`src/mah_pkg.sv`:
```
// shared constants and types for the motion attribute handler
package mah_pkg;
  localparam logic [4:0] MAH_OBJ_SUPER = 5'h1a;
  localparam logic [4:0] MAH_OBJ_POSC = 5'h1b;
  localparam logic [2:0] MAH_INST_ONE = 3'h1;
  // supervisor attribute ids
  localparam logic [7:0] MAH_SA_HOME_LEVEL = 8'h10;
  localparam logic [7:0] MAH_SA_REG_ARM = 8'h15;
  localparam logic [7:0] MAH_SA_REG_LEVEL = 8'h16;
  localparam logic [7:0] MAH_SA_LATCHED_POS = 8'h18;
  // position controller attribute ids
  localparam logic [7:0] MAH_PA_NUM_ATTR = 8'h01;
  localparam logic [7:0] MAH_PA_MODE = 8'h03;
  localparam logic [7:0] MAH_PA_TARGET = 8'h06;
  localparam logic [7:0] MAH_PA_SPEED = 8'h07;
  localparam logic [7:0] MAH_PA_ACCEL = 8'h08;
  localparam logic [7:0] MAH_PA_DECEL = 8'h09;
  localparam logic [7:0] MAH_PA_INCR = 8'h0a;
  localparam logic [7:0] MAH_PA_LOAD = 8'h0b;
  localparam logic [7:0] MAH_PA_ON_TARGET = 8'h0c;
  localparam logic [7:0] MAH_PA_ACT_POS = 8'h0d;
  localparam logic [7:0] MAH_PA_ACT_VEL = 8'h0e;
  localparam logic [31:0] MAH_NUM_ATTR_VAL = 32'h0000002f;
  // command byte 0 bit positions
  localparam int MAH_CB_LOAD = 0;
  localparam int MAH_CB_INCR = 2;
  localparam int MAH_CB_ARM = 6;
  // response byte 0 bit positions
  localparam int MAH_RB_BUSY = 0;
  localparam int MAH_RB_ON_TGT = 2;
  localparam int MAH_RB_HOME = 5;
  localparam int MAH_RB_REG = 6;
  // reset values
  localparam logic [1:0] MAH_MODE_RST = 2'h0;
  localparam logic [31:0] MAH_SPEED_RST = 32'h00000001;
  localparam logic [31:0] MAH_RATE_RST = 32'h00000064;

  typedef enum logic [1:0] {
    MAH_MODE_POSITION,
    MAH_MODE_VELOCITY,
    MAH_MODE_TORQUE
  } mah_mode_t;

  typedef struct packed {
    logic [7:0] flags;
    logic [7:0] get_attr;
    logic [2:0] instance_sel;
    logic [4:0] object_sel;
    logic [7:0] set_attr;
    logic [31:0] value;
  } mah_cmd_t;

  typedef struct packed {
    logic [7:0] flags;
    logic [7:0] get_attr;
    logic [7:0] object_echo;
    logic [7:0] ok;
    logic [31:0] value;
  } mah_rsp_t;

  typedef struct packed {
    logic signed [31:0] target;
    logic [31:0] speed;
    logic [31:0] accel;
    logic [31:0] decel;
    logic incremental;
    logic [1:0] mode;
  } mah_profile_t;
endpackage

```
`src/mah_capture.sv`:
```
// registration arm flag and position capture
module mah_capture import mah_pkg::*; (
  input wire logic clk,
  input wire logic reset,
  input wire logic reg_rise,
  input wire logic signed [31:0] position,
  input wire logic arm_load,
  input wire logic arm_value,
  output logic armed,
  output logic signed [31:0] latched_position
);
  logic armed_q;
  logic armed_d;
  logic signed [31:0] pos_q;
  logic signed [31:0] pos_d;

  always_comb begin
    armed_d = armed_q;
    pos_d = pos_q;
    if (arm_load) begin
      armed_d = arm_value;
    end
    if (armed_q && reg_rise) begin
      pos_d = position;
      armed_d = 1'b0;
    end
  end

  always_ff @(posedge clk) begin
    if (reset) begin
      armed_q <= 1'b0;
      pos_q <= 32'sh0;
    end else begin
      armed_q <= armed_d;
      pos_q <= pos_d;
    end
  end

  assign armed = armed_q;
  assign latched_position = pos_q;
endmodule

```
`src/mah_sync.sv`:
```
// two-flop synchroniser with a rising edge pulse behind it
module mah_sync import mah_pkg::*; (
  input wire logic clk,
  input wire logic reset,
  input wire logic pin,
  output logic level,
  output logic rise
);
  logic [2:0] sh_q;
  logic [2:0] sh_d;

  always_comb begin
    sh_d = {sh_q[1:0], pin};
  end

  always_ff @(posedge clk) begin
    if (reset) begin
      sh_q <= 3'h0;
    end else begin
      sh_q <= sh_d;
    end
  end

  // first stage feeds only the second
  assign level = sh_q[1];
  assign rise = sh_q[1] & ~sh_q[2];
endmodule

```
`src/mah_top.sv`:
```
// attribute get/set interpreter for implicit command messages
module mah_top import mah_pkg::*; (
  input wire logic clk,
  input wire logic reset,
  input wire logic cmd_valid,
  input wire mah_cmd_t cmd,
  output mah_rsp_t rsp,
  output logic rsp_valid,
  input wire logic home_pin,
  input wire logic reg_pin,
  input wire logic profile_busy,
  input wire logic on_target,
  input wire logic signed [31:0] measured_position,
  input wire logic signed [31:0] measured_speed,
  output mah_profile_t profile,
  output logic start_move,
  output logic position_load,
  output logic signed [31:0] position_load_value,
  output logic armed,
  output logic signed [31:0] latched_position
);
  logic home_level;
  logic reg_level;
  logic reg_rise;
  logic load_q;
  logic load_d;
  logic load_rise;
  logic obj_ok;
  logic set_super;
  logic set_posc;
  mah_profile_t prof_q;
  mah_profile_t prof_d;
  mah_rsp_t rsp_q;
  mah_rsp_t rsp_d;
  logic rsp_valid_q;
  logic start_q;
  logic start_d;
  logic pload_q;
  logic pload_d;
  logic signed [31:0] pval_q;
  logic signed [31:0] pval_d;
  logic arm_load;
  logic arm_value;
  logic get_hit;
  logic [31:0] get_val;

  mah_sync u_home (
    .clk(clk),
    .reset(reset),
    .pin(home_pin),
    .level(home_level),
    .rise()
  );

  mah_sync u_reg (
    .clk(clk),
    .reset(reset),
    .pin(reg_pin),
    .level(reg_level),
    .rise(reg_rise)
  );

  mah_capture u_cap (
    .clk(clk),
    .reset(reset),
    .reg_rise(reg_rise),
    .position(measured_position),
    .arm_load(arm_load),
    .arm_value(arm_value),
    .armed(armed),
    .latched_position(latched_position)
  );

  // decodes the get attribute for the chosen object
  function automatic logic [32:0] read_attr(input logic [4:0] obj, input logic [7:0] id,
      input mah_profile_t p, input logic [3:0] bits, input logic signed [31:0] lpos,
      input logic signed [31:0] apos, input logic signed [31:0] avel);
    logic [32:0] r;
    r = 33'h0;
    if (obj == MAH_OBJ_SUPER) begin
      case (id)
        MAH_SA_HOME_LEVEL: r = {1'b1, 31'h0, bits[0]};
        MAH_SA_REG_ARM: r = {1'b1, 31'h0, bits[1]};
        MAH_SA_REG_LEVEL: r = {1'b1, 31'h0, bits[2]};
        MAH_SA_LATCHED_POS: r = {1'b1, lpos};
        default: r = 33'h0;
      endcase
    end else if (obj == MAH_OBJ_POSC) begin
      case (id)
        MAH_PA_NUM_ATTR: r = {1'b1, MAH_NUM_ATTR_VAL};
        MAH_PA_MODE: r = {1'b1, 30'h0, p.mode};
        MAH_PA_TARGET: r = {1'b1, p.target};
        MAH_PA_SPEED: r = {1'b1, p.speed};
        MAH_PA_ACCEL: r = {1'b1, p.accel};
        MAH_PA_DECEL: r = {1'b1, p.decel};
        MAH_PA_INCR: r = {1'b1, 31'h0, p.incremental};
        MAH_PA_LOAD: r = {1'b1, 31'h0, bits[3]};
        MAH_PA_ON_TARGET: r = {1'b1, 31'h0, on_target};
        MAH_PA_ACT_POS: r = {1'b1, apos};
        MAH_PA_ACT_VEL: r = {1'b1, avel};
        default: r = 33'h0;
      endcase
    end
    return r;
  endfunction

  // objects other than the two known ones set and arm nothing and read as zero, but their load bit still updates load_q
  assign obj_ok = (cmd.object_sel == MAH_OBJ_SUPER) || (cmd.object_sel == MAH_OBJ_POSC);
  assign load_rise = cmd_valid && cmd.flags[MAH_CB_LOAD] && !load_q;
  assign set_super = load_rise && (cmd.object_sel == MAH_OBJ_SUPER);
  assign set_posc = load_rise && (cmd.object_sel == MAH_OBJ_POSC);

  always_comb begin
    load_d = load_q;
    if (cmd_valid) begin
      load_d = cmd.flags[MAH_CB_LOAD];
    end
  end

  // arm follows each command to either known object, explicit set also allowed
  always_comb begin
    arm_load = cmd_valid && obj_ok;
    arm_value = cmd.flags[MAH_CB_ARM];
    if (set_super && cmd.set_attr == MAH_SA_REG_ARM) begin
      arm_value = cmd.value[0];
    end
  end

  always_comb begin
    prof_d = prof_q;
    start_d = 1'b0;
    pload_d = 1'b0;
    pval_d = pval_q;
    if (cmd_valid && obj_ok) begin
      prof_d.incremental = cmd.flags[MAH_CB_INCR];
    end
    // value written only on load edge
    if (set_posc) begin
      start_d = 1'b1;
      // read-only and unknown ids fall to default
      case (cmd.set_attr)
        // mode, torque is the highest code
        MAH_PA_MODE: begin
          if (cmd.value[31:0] <= 32'h2) begin
            prof_d.mode = cmd.value[1:0];
          end
        end
        MAH_PA_TARGET: prof_d.target = cmd.value;
        MAH_PA_SPEED: prof_d.speed = cmd.value;
        MAH_PA_ACCEL: prof_d.accel = cmd.value;
        MAH_PA_DECEL: prof_d.decel = cmd.value;
        MAH_PA_INCR: prof_d.incremental = cmd.value[0];
        MAH_PA_ACT_POS: begin
          pload_d = 1'b1;
          pval_d = cmd.value;
        end
        // flag-driven incremental update above must survive a refused set
        default: pload_d = 1'b0;
      endcase
    end
  end

  always_comb begin
    logic [32:0] g;
    g = read_attr(cmd.object_sel, cmd.get_attr, prof_q,
        {profile_busy, reg_level, armed, home_level}, latched_position,
        measured_position, measured_speed);
    get_hit = g[32];
    get_val = g[31:0];
    rsp_d = rsp_q;
    if (cmd_valid) begin
      rsp_d.flags = 8'h0;
      rsp_d.flags[MAH_RB_BUSY] = profile_busy;
      rsp_d.flags[MAH_RB_ON_TGT] = on_target;
      rsp_d.flags[MAH_RB_HOME] = home_level;
      rsp_d.flags[MAH_RB_REG] = reg_level;
      rsp_d.get_attr = cmd.get_attr;
      rsp_d.object_echo = {cmd.instance_sel, cmd.object_sel};
      rsp_d.ok = {7'h0, get_hit && obj_ok};
      rsp_d.value = get_hit ? get_val : 32'h0;
    end
  end

  always_ff @(posedge clk) begin
    if (reset) begin
      load_q <= 1'b0;
      prof_q <= '{target: 32'sh0, speed: MAH_SPEED_RST, accel: MAH_RATE_RST,
                  decel: MAH_RATE_RST, incremental: 1'b0, mode: MAH_MODE_RST};
      rsp_q <= '0;
      rsp_valid_q <= 1'b0;
      start_q <= 1'b0;
      pload_q <= 1'b0;
      pval_q <= 32'sh0;
    end else begin
      load_q <= load_d;
      prof_q <= prof_d;
      rsp_q <= rsp_d;
      rsp_valid_q <= cmd_valid;
      start_q <= start_d;
      pload_q <= pload_d;
      pval_q <= pval_d;
    end
  end

  // start pulses on every load edge to the position controller object, so new data and a move come together
  assign profile = prof_q;
  assign start_move = start_q;
  assign position_load = pload_q;
  assign position_load_value = pval_q;
  assign rsp = rsp_q;
  assign rsp_valid = rsp_valid_q;
endmodule
```
`config.mk`:
```
export PLATFORM = sky130hd
export DESIGN_NAME = mah_top
export DESIGN_NICKNAME = d
export VERILOG_FILES = /design/src/mah_pkg.sv /design/src/mah_capture.sv /design/src/mah_sync.sv /design/src/mah_top.sv
export SDC_FILE = /design/constraint.sdc
export NUM_CORES = 1
export LEC_CHECK = 0
export ABC_CLOCK_PERIOD_IN_PS = 1650
export BUFFER_PORTS_ARGS = -buffer_cell sky130_fd_sc_hd__clkbuf_2
export CAP_MARGIN = 20
export CELL_PAD_IN_SITES_DETAIL_PLACEMENT = 0
export CELL_PAD_IN_SITES_GLOBAL_PLACEMENT = 2
export CORE_MARGIN = 10
export CORE_UTILIZATION = 27
export DETAILED_ROUTE_END_ITERATION = 12
export PLACE_DENSITY = 0.84
export SLEW_MARGIN = 10
export SYNTH_ARGS = -nofsm -noshare
export SYNTH_HDL_FRONTEND = slang
export SYNTH_SLANG_ARGS = --single-unit
```
`constraint.sdc`:
```
create_clock -name clk -period 1.65 [get_ports clk]
set_input_delay 0.0825 -clock clk [delete_from_list [all_inputs] [get_ports clk]]
set_output_delay 0.0825 -clock clk [all_outputs]
set_load 0.005 [all_outputs]
```
# == Word-level counts from Yosys, hierarchy flattened ==
# Cells that the tools add are included.
# word_totals
reg_bits,258
output_inout_bits,263
inputBits,135
wordCells,80
# classes
n_reduce_logical,18
magnitude_cmp,1
n_mux,13
n_eq_ne,25
bitwise,3
# op_table
cell,count
33-bit one-hot mux with 11 select lines,1
33-bit one-hot mux with 4 select lines,1
"8-bit by 4-bit equality test with 1-bit output, second input constant",11
33-bit two-way mux,2
"8-bit by 5-bit equality test with 1-bit output, second input constant",5
"8-bit by 3-bit equality test with 1-bit output, second input constant",4
"32-bit by 2-bit <= comparator with 1-bit output, second input constant",1
32-bit two-way mux,1
"8-bit by 2-bit equality test with 1-bit output, second input constant",2
"5-bit equality test, second input constant",2
2-bit AND reduction,5
"8-bit by 1-bit equality test with 1-bit output, second input constant",1
1-bit logical AND,8
1-bit two-way mux,5
2-bit two-way mux,2
2-bit OR reduction,2
3-bit two-way mux,1
3-bit AND reduction,1
1-bit inverter,2
1-bit bitwise AND,1
1-bit zero test,1
1-bit logical OR,1

# == Depth between registers and ports, before layout ==
# Gate-level depths: netlist of the first run.
# depth
word_depth,6
ltp_mapped,8

# == Modules after synthesis ==
# A second synthesis of the first run with hierarchy kept.
# hier_totals
hier_cells,1387
area_unflattened_um2,11563.6
# by_module_without_submodules
mod,area_each_um2,cells_per_inst,instances
mah_top,9868.2,1224,1
mah_capture,1520.2,149,1
mah_sync,87.6,7,2

# == Worst setup path before layout of the first run ==
# No wires, ideal clock.
# synth_path
path_type,reg-to-reg
startpoint,reg load_q
endpoint,"reg prof_q, in the netlist profile[11]"
slack_ns,-0.149
setup_time_ns,0.072
arrival_time_ns,1.728
period_less_slack_ns,1.799
stages_incl_launch_ff,8
path_cell_list,dfxtp_1 -> nor2b_1 -> nand4_4 -> nor4b_4 -> and3b_1 -> buf_6 -> buf_6 -> mux2i_1
# synth_between
elab_chain_cells,4
# synth_rtl
element,line,text
"start, declared",mah_top.sv:25,logic load_q;
"start signal, assigned",mah_top.sv:195,load_q <= load_d;
1-bit zero test,mah_top.sv:109,assign load_rise = cmd_valid && cmd.flags[MAH_CB_LOAD] && !load_q;
1-bit logical AND,mah_top.sv:109,
1-bit logical AND,mah_top.sv:111,assign set_posc = load_rise && (cmd.object_sel == MAH_OBJ_POSC);
2-bit AND reduction (no line),--,
"end signal, assigned",mah_top.sv:187,"prof_q <= '{target: 32'sh0, speed: MAH_SPEED_RST, accel: MAH_RATE_RST,"
"end signal, assigned",mah_top.sv:196,prof_q <= prof_d;
"end, declared",mah_top.sv:31,mah_profile_t prof_q;
# No other way between the ends.
# A chain may end at the register's enable or synchronous reset.

# == Final worst setup path of the first run ==
# layout_path
startpoint,reg load_q
endpoint,"reg prof_q, in the netlist profile[94]"
# Same word-level chain as after synthesis.

==> results of run 1 <==
[worst max-delay path by stage]
stage / startpoint / end / slack [ps]
4_1_cts: load_q$_SDFFE_PP0P_ / profile[130]$_SDFFE_PP0P_ / -70
5_1_grt: load_q$_SDFFE_PP0P_ / profile[117]$_SDFFE_PP0P_ / -170
3_3_place_gp: cmd[48] / rsp[27]$_SDFFE_PP0P_ / -360
3_5_place_dp: cmd[49] / rsp[27]$_SDFFE_PP0P_ / -350
2_1_floorplan: load_q$_SDFFE_PP0P_ / profile[11]$_SDFFE_PP0P_ / -30
6_report: load_q$_SDFFE_PP0P_ / profile[94]$_SDFFE_PP0P_ / -100
[per-layer routing]
| layer | global-route usage (%) | part of all wire (%) |
|---|---|---|
| met1 | 27.4 | 46 |
| met4 | 6.33 | 3.0 |
| met3 | 3.95 | 6.1 |
| met5 | 0 | 0 |
| met2 | 31.1 | 45 |
[worst max-delay path, cell delays in order (launching register included)]
cell and delay [ps]:
dfxtp_2 330, nor2b_4 130, nand4_4 140, buf_6 170, nor4_4 180, buf_6 200, clkbuf_16 190, mux2i_2 200
nor2_1 60
[cell families after synthesis]
kind of cell / Yosys count
and+or+nand+nor: 463
DFF: 258
muxes: 227
AOI/OAI and AO/OA: 202
other: 1
buffers and inverters: 114
[metrics by stage]
stage	cells	worst slack, ps	hold slack, ps	total power [mW]
final	2430	-97.7	0.101	14.1
after global routing	2430	-168	21.4	14.6
after CTS	2414	-66.9	14.4	14.3
after detailed placement	2274	-353	301	7.48
after global placement	2274	-357	296	7.47
after floorplan	1275	-27.9	198	6.89
[cells in the mapped netlist (all sizes together), types with 5 or more instances]
| master | n |
|---|---|
| a22o | 26 |
| a211oi | 6 |
| o31ai | 10 |
| nor4b | 6 |
| o21ai | 24 |
| mux2 | 17 |
| a22oi | 42 |
| dfxtp | 258 |
| o22ai | 5 |
| o2bb2ai | 8 |
| nor4 | 10 |
| nor2 | 110 |
| nand2b | 125 |
| and3 | 9 |
| nand2 | 113 |
| nor2b | 20 |
| and3b | 5 |
| o221ai | 15 |
| buf | 50 |
| nor3 | 20 |
| a21oi | 45 |
| mux2i | 210 |
| nand3 | 21 |
| clkbuf | 62 |
| nand4 | 5 |
[flip-flops by register name, indices dropped and copies added (netlist names)]
register	cells
profile	131
rsp	53
position_load_value	32
u_cap.latched_position	32
u_reg.sh_q	3
u_home.sh_q	2
load_q	1
position_load	1
rsp_valid	1
start_move	1
u_cap.armed	1
[area by class of cell]
type,count,area [sq um]
Multi-Input combinational cell,903,6340
Fill cell,4405,25500
Sequential cell,258,5170
Inverter,2,7.51
Clock buffer,42,877
Timing Repair Buffer,630,4620
Tap cell,585,732
Clock inverter,10,77.6
[timing repair]
| action | 4_1_cts | 5_1_grt |
|---|---|---|
| setup buffers | 0 | 5 |
| endpoints found under the setup margin | 64 | 172 |
| pin swaps | 0 | 10 |
| gates resized for setup | 3 | 32 |
| cloned | 0 | 13 |
| hold buffers | 88 | 0 |
| endpoints found under the hold margin | 201 | 0 |
[power by group]
group | internal, mW | switching, mW
registers | 6.27 | 0.0210
clock network | 3.82 | 2.77
logic | 0.593 | 0.641
total | 10.7 | 3.43
==> impl_metrics.ini, run 1 <==
[place]
routabilityCongestion = 0.878
dpl.hpwl_um = 43800
place_area_sq_mm = 0.0155
port_buffers = 381

[routing]
drt-total-wl_um = 57900
dr.pass1.iters = 5
detail_route.iter0.violations = 767
wl_per_cell_um = 23.8
remaining_drc_errors = 0
vias_per_cell = 4.80
antenna_left = 0
num_vias = 11700

[timing]
fin_crit_sh_pct = 106
fmax_mhz = 572
hold_violations = 0
finalWorstSetupSlack_ps = -97.7
fin_tns_setup_ps = -5760
finalMaxSlewViolations = 0
period_minus_slack_ps = 1750
rsz0062_at_grt = yes
finClkSkew_ps = 19.4
timing.slew.headroom_pct = 54.5
max_slew.worst_pin.slew_ps = 683
setup_viol = 132

[logic_synthesis]
synthAdderAreaFrac_pct = 0
synth_area_leader_cell = dfxtp_1
async_reset_ff_share_pct = 0
syn_inst = 1265
seq_area_frac_synth_pct = 43.3
ys_seq_elements = 258
synth_edf_count = 0
synth-simple-area-share_pct = 20.7
yosysUniqueCellTypes = 63
syn_area_per_cell_sq_um = 9.44
synth_compound_area_share_pct = 11.9
synth_xor_area_share_pct = 0
synth_top_area_share_pct = 43.3
yosys_warnings = 0
synth_top_family_by_area = simple AND/OR/NAND/NOR gates
synthesis.area_sq_mm = 0.0119
synthTopCellsByArea = dfxtp_1, mux2i_1, nand2b_1
synth_flop_cell = dfxtp_1
synth_mux_area_share_pct = 19.2

[die]
start_util_pct = 27.5
core_sq_mm = 0.0434
die_h_um = 230
fp-row-count = 76
io_pins = 398
dieArea_sq_mm = 0.0530
dieWidth_um = 230

[clocking]
cts_sinks = 258
cts_made_buffers = 31
clk_latency_ps = 580
clk_pin_slew_ps = 60
cts-root-buf = clkbuf_16
cts-htree-levels = 1
cts_tree = done
clk_path_buf_depth = 3

[final_layout]
diodes = 0
fin_util_pct = 41.1
areaGrowthSynthToFinish_pct = 49.2
layout_common_cells = clkbuf_2, dfxtp_1, mux2i_1
final_area_sq_mm = 0.0178
final_nets = 1961
layout_commonest_cell = clkbuf_2
drive_above_1_share_pct = 34.7

[critical_path]
reg2reg_from = load_q$_SDFFE_PP0P_
crit_arrival_ps = 2190
cp_max_fo = 6
critPathLaunchType = register
rrSetupSlack_ps = -100
cp.required_ps = 2100
rr_worst_depth = 8
criticalPathCategory = reg -> reg
critPathCaptureType = register
reg2reg_to = profile[94]$_SDFFE_PP0P_

[global_routing]
antenna_found_initial = 0
grt_use_total_pct = 20.0
grt_max_degree = 90
grt_first_pass_wirelength_um = 80700
grt_pass1_vias = 11700
gr-total-overflow = 0

[worst_hold_path]
holdCritStartpoint = cmd[55]
holdPathStages = 4
worstHoldPathType = in -> reg
min_to = rsp[55]$_SDFFE_PP0P_

[run_status]
status = complete, but fails checks
violations = setup timing

[pwr]
leakagePower_nw = 7.79
vdd_drop_max_uv = 716
power.density_mw_per_mm2 = 792

[flow_run]
max_cap_viol_count = 0
No activity file was read; power rests on OpenSTA's default activity.
==> inputs of run 2 (changes only) <==
--- a/config.mk
+++ b/config.mk
@@ -6,13 +6,13 @@
 export NUM_CORES = 1
 export LEC_CHECK = 0
 export ABC_CLOCK_PERIOD_IN_PS = 1650
-export BUFFER_PORTS_ARGS = -buffer_cell sky130_fd_sc_hd__clkbuf_2
 export CAP_MARGIN = 20
 export CELL_PAD_IN_SITES_DETAIL_PLACEMENT = 0
 export CELL_PAD_IN_SITES_GLOBAL_PLACEMENT = 2
 export CORE_MARGIN = 10
-export CORE_UTILIZATION = 27
+export CORE_UTILIZATION = 34
 export DETAILED_ROUTE_END_ITERATION = 12
+export DONT_BUFFER_PORTS = 1
 export PLACE_DENSITY = 0.84
 export SLEW_MARGIN = 10
 export SYNTH_ARGS = -nofsm -noshare
==> impl_metrics.ini, run 2 (synthesized netlist as in run 1, its figures left out) <==
[clocking]
cts_made_buffers = 29
clk_path_buf_depth = 3
cts-htree-levels = 1
clk_latency_ps = 570
clk_pin_slew_ps = 60
postCtsHoldBufs = 225
cts_sinks = 258
cts-root-buf = clkbuf_16
cts_tree = done

[critical_path]
criticalPathCategory = reg -> reg
reg2reg_to = profile[81]$_SDFFE_PP0P_
reg2reg_from = load_q$_SDFFE_PP0P_
cpPeakStageDelay_ps = 340
crit_slowest_cell = dfxtp_2
rr_worst_depth = 8
cp.required_ps = 2090
rrSetupSlack_ps = -70
path_cells = nor2b_4, nand4_4, buf_4, nor4_4, buf_6, clkbuf_16, mux2i_1, nor2_1
cp_max_fo = 6
crit_arrival_ps = 2170
critPathCaptureType = register
critPathLaunchType = register

[die]
die_h_um = 207
dieArea_sq_mm = 0.0430
fp-row-count = 68
start_util_pct = 34.5
core_sq_mm = 0.0346
io_pins = 398
dieWidth_um = 207

[place]
place_area_sq_mm = 0.0128
place_ws_ps = -156
port_buffers = 0
routabilityCongestion = 0.910
dpl.hpwl_um = 38200

[global_routing]
grt_pass1_vias = 10800
antenna_found_initial = 3
grt_use_total_pct = 23.6
gr-total-overflow = 0
grt_max_degree = 264
grt_first_pass_wirelength_um = 77500

[routing]
wl_per_cell_um = 27.7
antenna_left = 0
dr.pass1.iters = 6
num_vias = 10900
vias_per_cell = 5.50
remaining_drc_errors = 0
drt-total-wl_um = 54900
detail_route.iter0.violations = 979

[timing]
fin_crit_sh_pct = 104
fin_tns_setup_ps = -1820
worst_hold_slack_ps = -393
rsz0062_at_grt = yes
finalMaxSlewViolations = 0
period_minus_slack_ps = 1720
setup_viol = 60
finClkSkew_ps = 10.9
hold_violations = 103
max_slew.worst_pin.slew_ps = 857
finalWorstSetupSlack_ps = -70.5
fmax_mhz = 581
timing.slew.headroom_pct = 42.9

[final_layout]
final_area_sq_mm = 0.0162
final_nets = 1642
largest_reg_flops = 131
areaGrowthSynthToFinish_pct = 35.8
drive_above_1_share_pct = 12.1
layout_common_cells = dfxtp_1, dlygate4sd3_1, mux2i_1
layout_commonest_cell = dfxtp_1
fin_util_pct = 46.8

[worst_hold_path]
worstHoldPathType = in -> reg
holdCritStartpoint = reset
min_to = profile[68]$_SDFFE_PP0P_
holdPathStages = 1

[flow_run]
max_cap_viol_count = 0

[run_status]
status = complete, but fails checks
violations = hold timing, setup timing

[pwr]
leakagePower_nw = 5.97
vdd_drop_max_uv = 808
power.density_mw_per_mm2 = 824
run 2: routing by layer:
| layer | track usage, % | wire length, um | part of all wire, % |
|---|---|---|---|
| met3 | 7.97 | 5000 | 9.1 |
| met2 | 37.6 | 25200 | 46 |
| met5 | 0 | 13 | 0.024 |
| met1 | 29.6 | 22800 | 41 |
| met4 | 7.12 | 1930 | 3.5 |
run 2: power breakdown:
group	total [mW]	internal (mW)	switching, mW
registers	6.30	6.27	0.0343
logic	0.789	0.439	0.350
clock network	6.28	3.59	2.68
run 2: worst max-delay path: cells and delay by family (launching register included):
family | cells | cell delay (ps)
muxes | 1 | 200
DFF | 1 | 340
and+or+nand+nor | 4 | 490
buffers and inverters | 3 | 560
run 2: final cells by class:
| type | count | area, sq um |
|---|---|---|
| sequential | 258 | 5170 |
| multi-input combinational | 903 | 6320 |
| clock inverter | 8 | 86.3 |
| tap | 455 | 569 |
| fill | 3226 | 18400 |
| antenna | 3 | 7.51 |
| inverter | 2 | 7.51 |
| clock buffer | 40 | 817 |
| timing repair buffer | 313 | 3250 |
run 2: per-stage QoR:
stage / instances / total power [mW]
global placement: 1697 / 6.88
detailed placement: 1697 / 6.89
CTS: 1971 / 13.4
floorplan: 1275 / 6.89
global route: 1981 / 13.8
finish: 1982 / 13.4
run 2: timing repair:
item                       CTS  global route
gates cloned                 1             5
hold endpoints to repair   254           103
resized for setup            5            21
setup buffers                1             3
pin swaps                    0             4
setup endpoints to repair   80           165
run 2: worst max path at each step:
stage                             start                   endpoint  slack [ps]  cells after the start
CTS                 load_q$_SDFFE_PP0P_  profile[112]$_SDFFE_PP0P_         -60                      8
floorplan           load_q$_SDFFE_PP0P_   profile[11]$_SDFFE_PP0P_         -30                      7
global placement                cmd[52]        rsp[1]$_SDFFE_PP0P_        -180                      7
finish              load_q$_SDFFE_PP0P_   profile[81]$_SDFFE_PP0P_         -70                      8
detailed placement              cmd[52]        rsp[1]$_SDFFE_PP0P_        -160                      7
global route        load_q$_SDFFE_PP0P_   profile[80]$_SDFFE_PP0P_        -150                      8
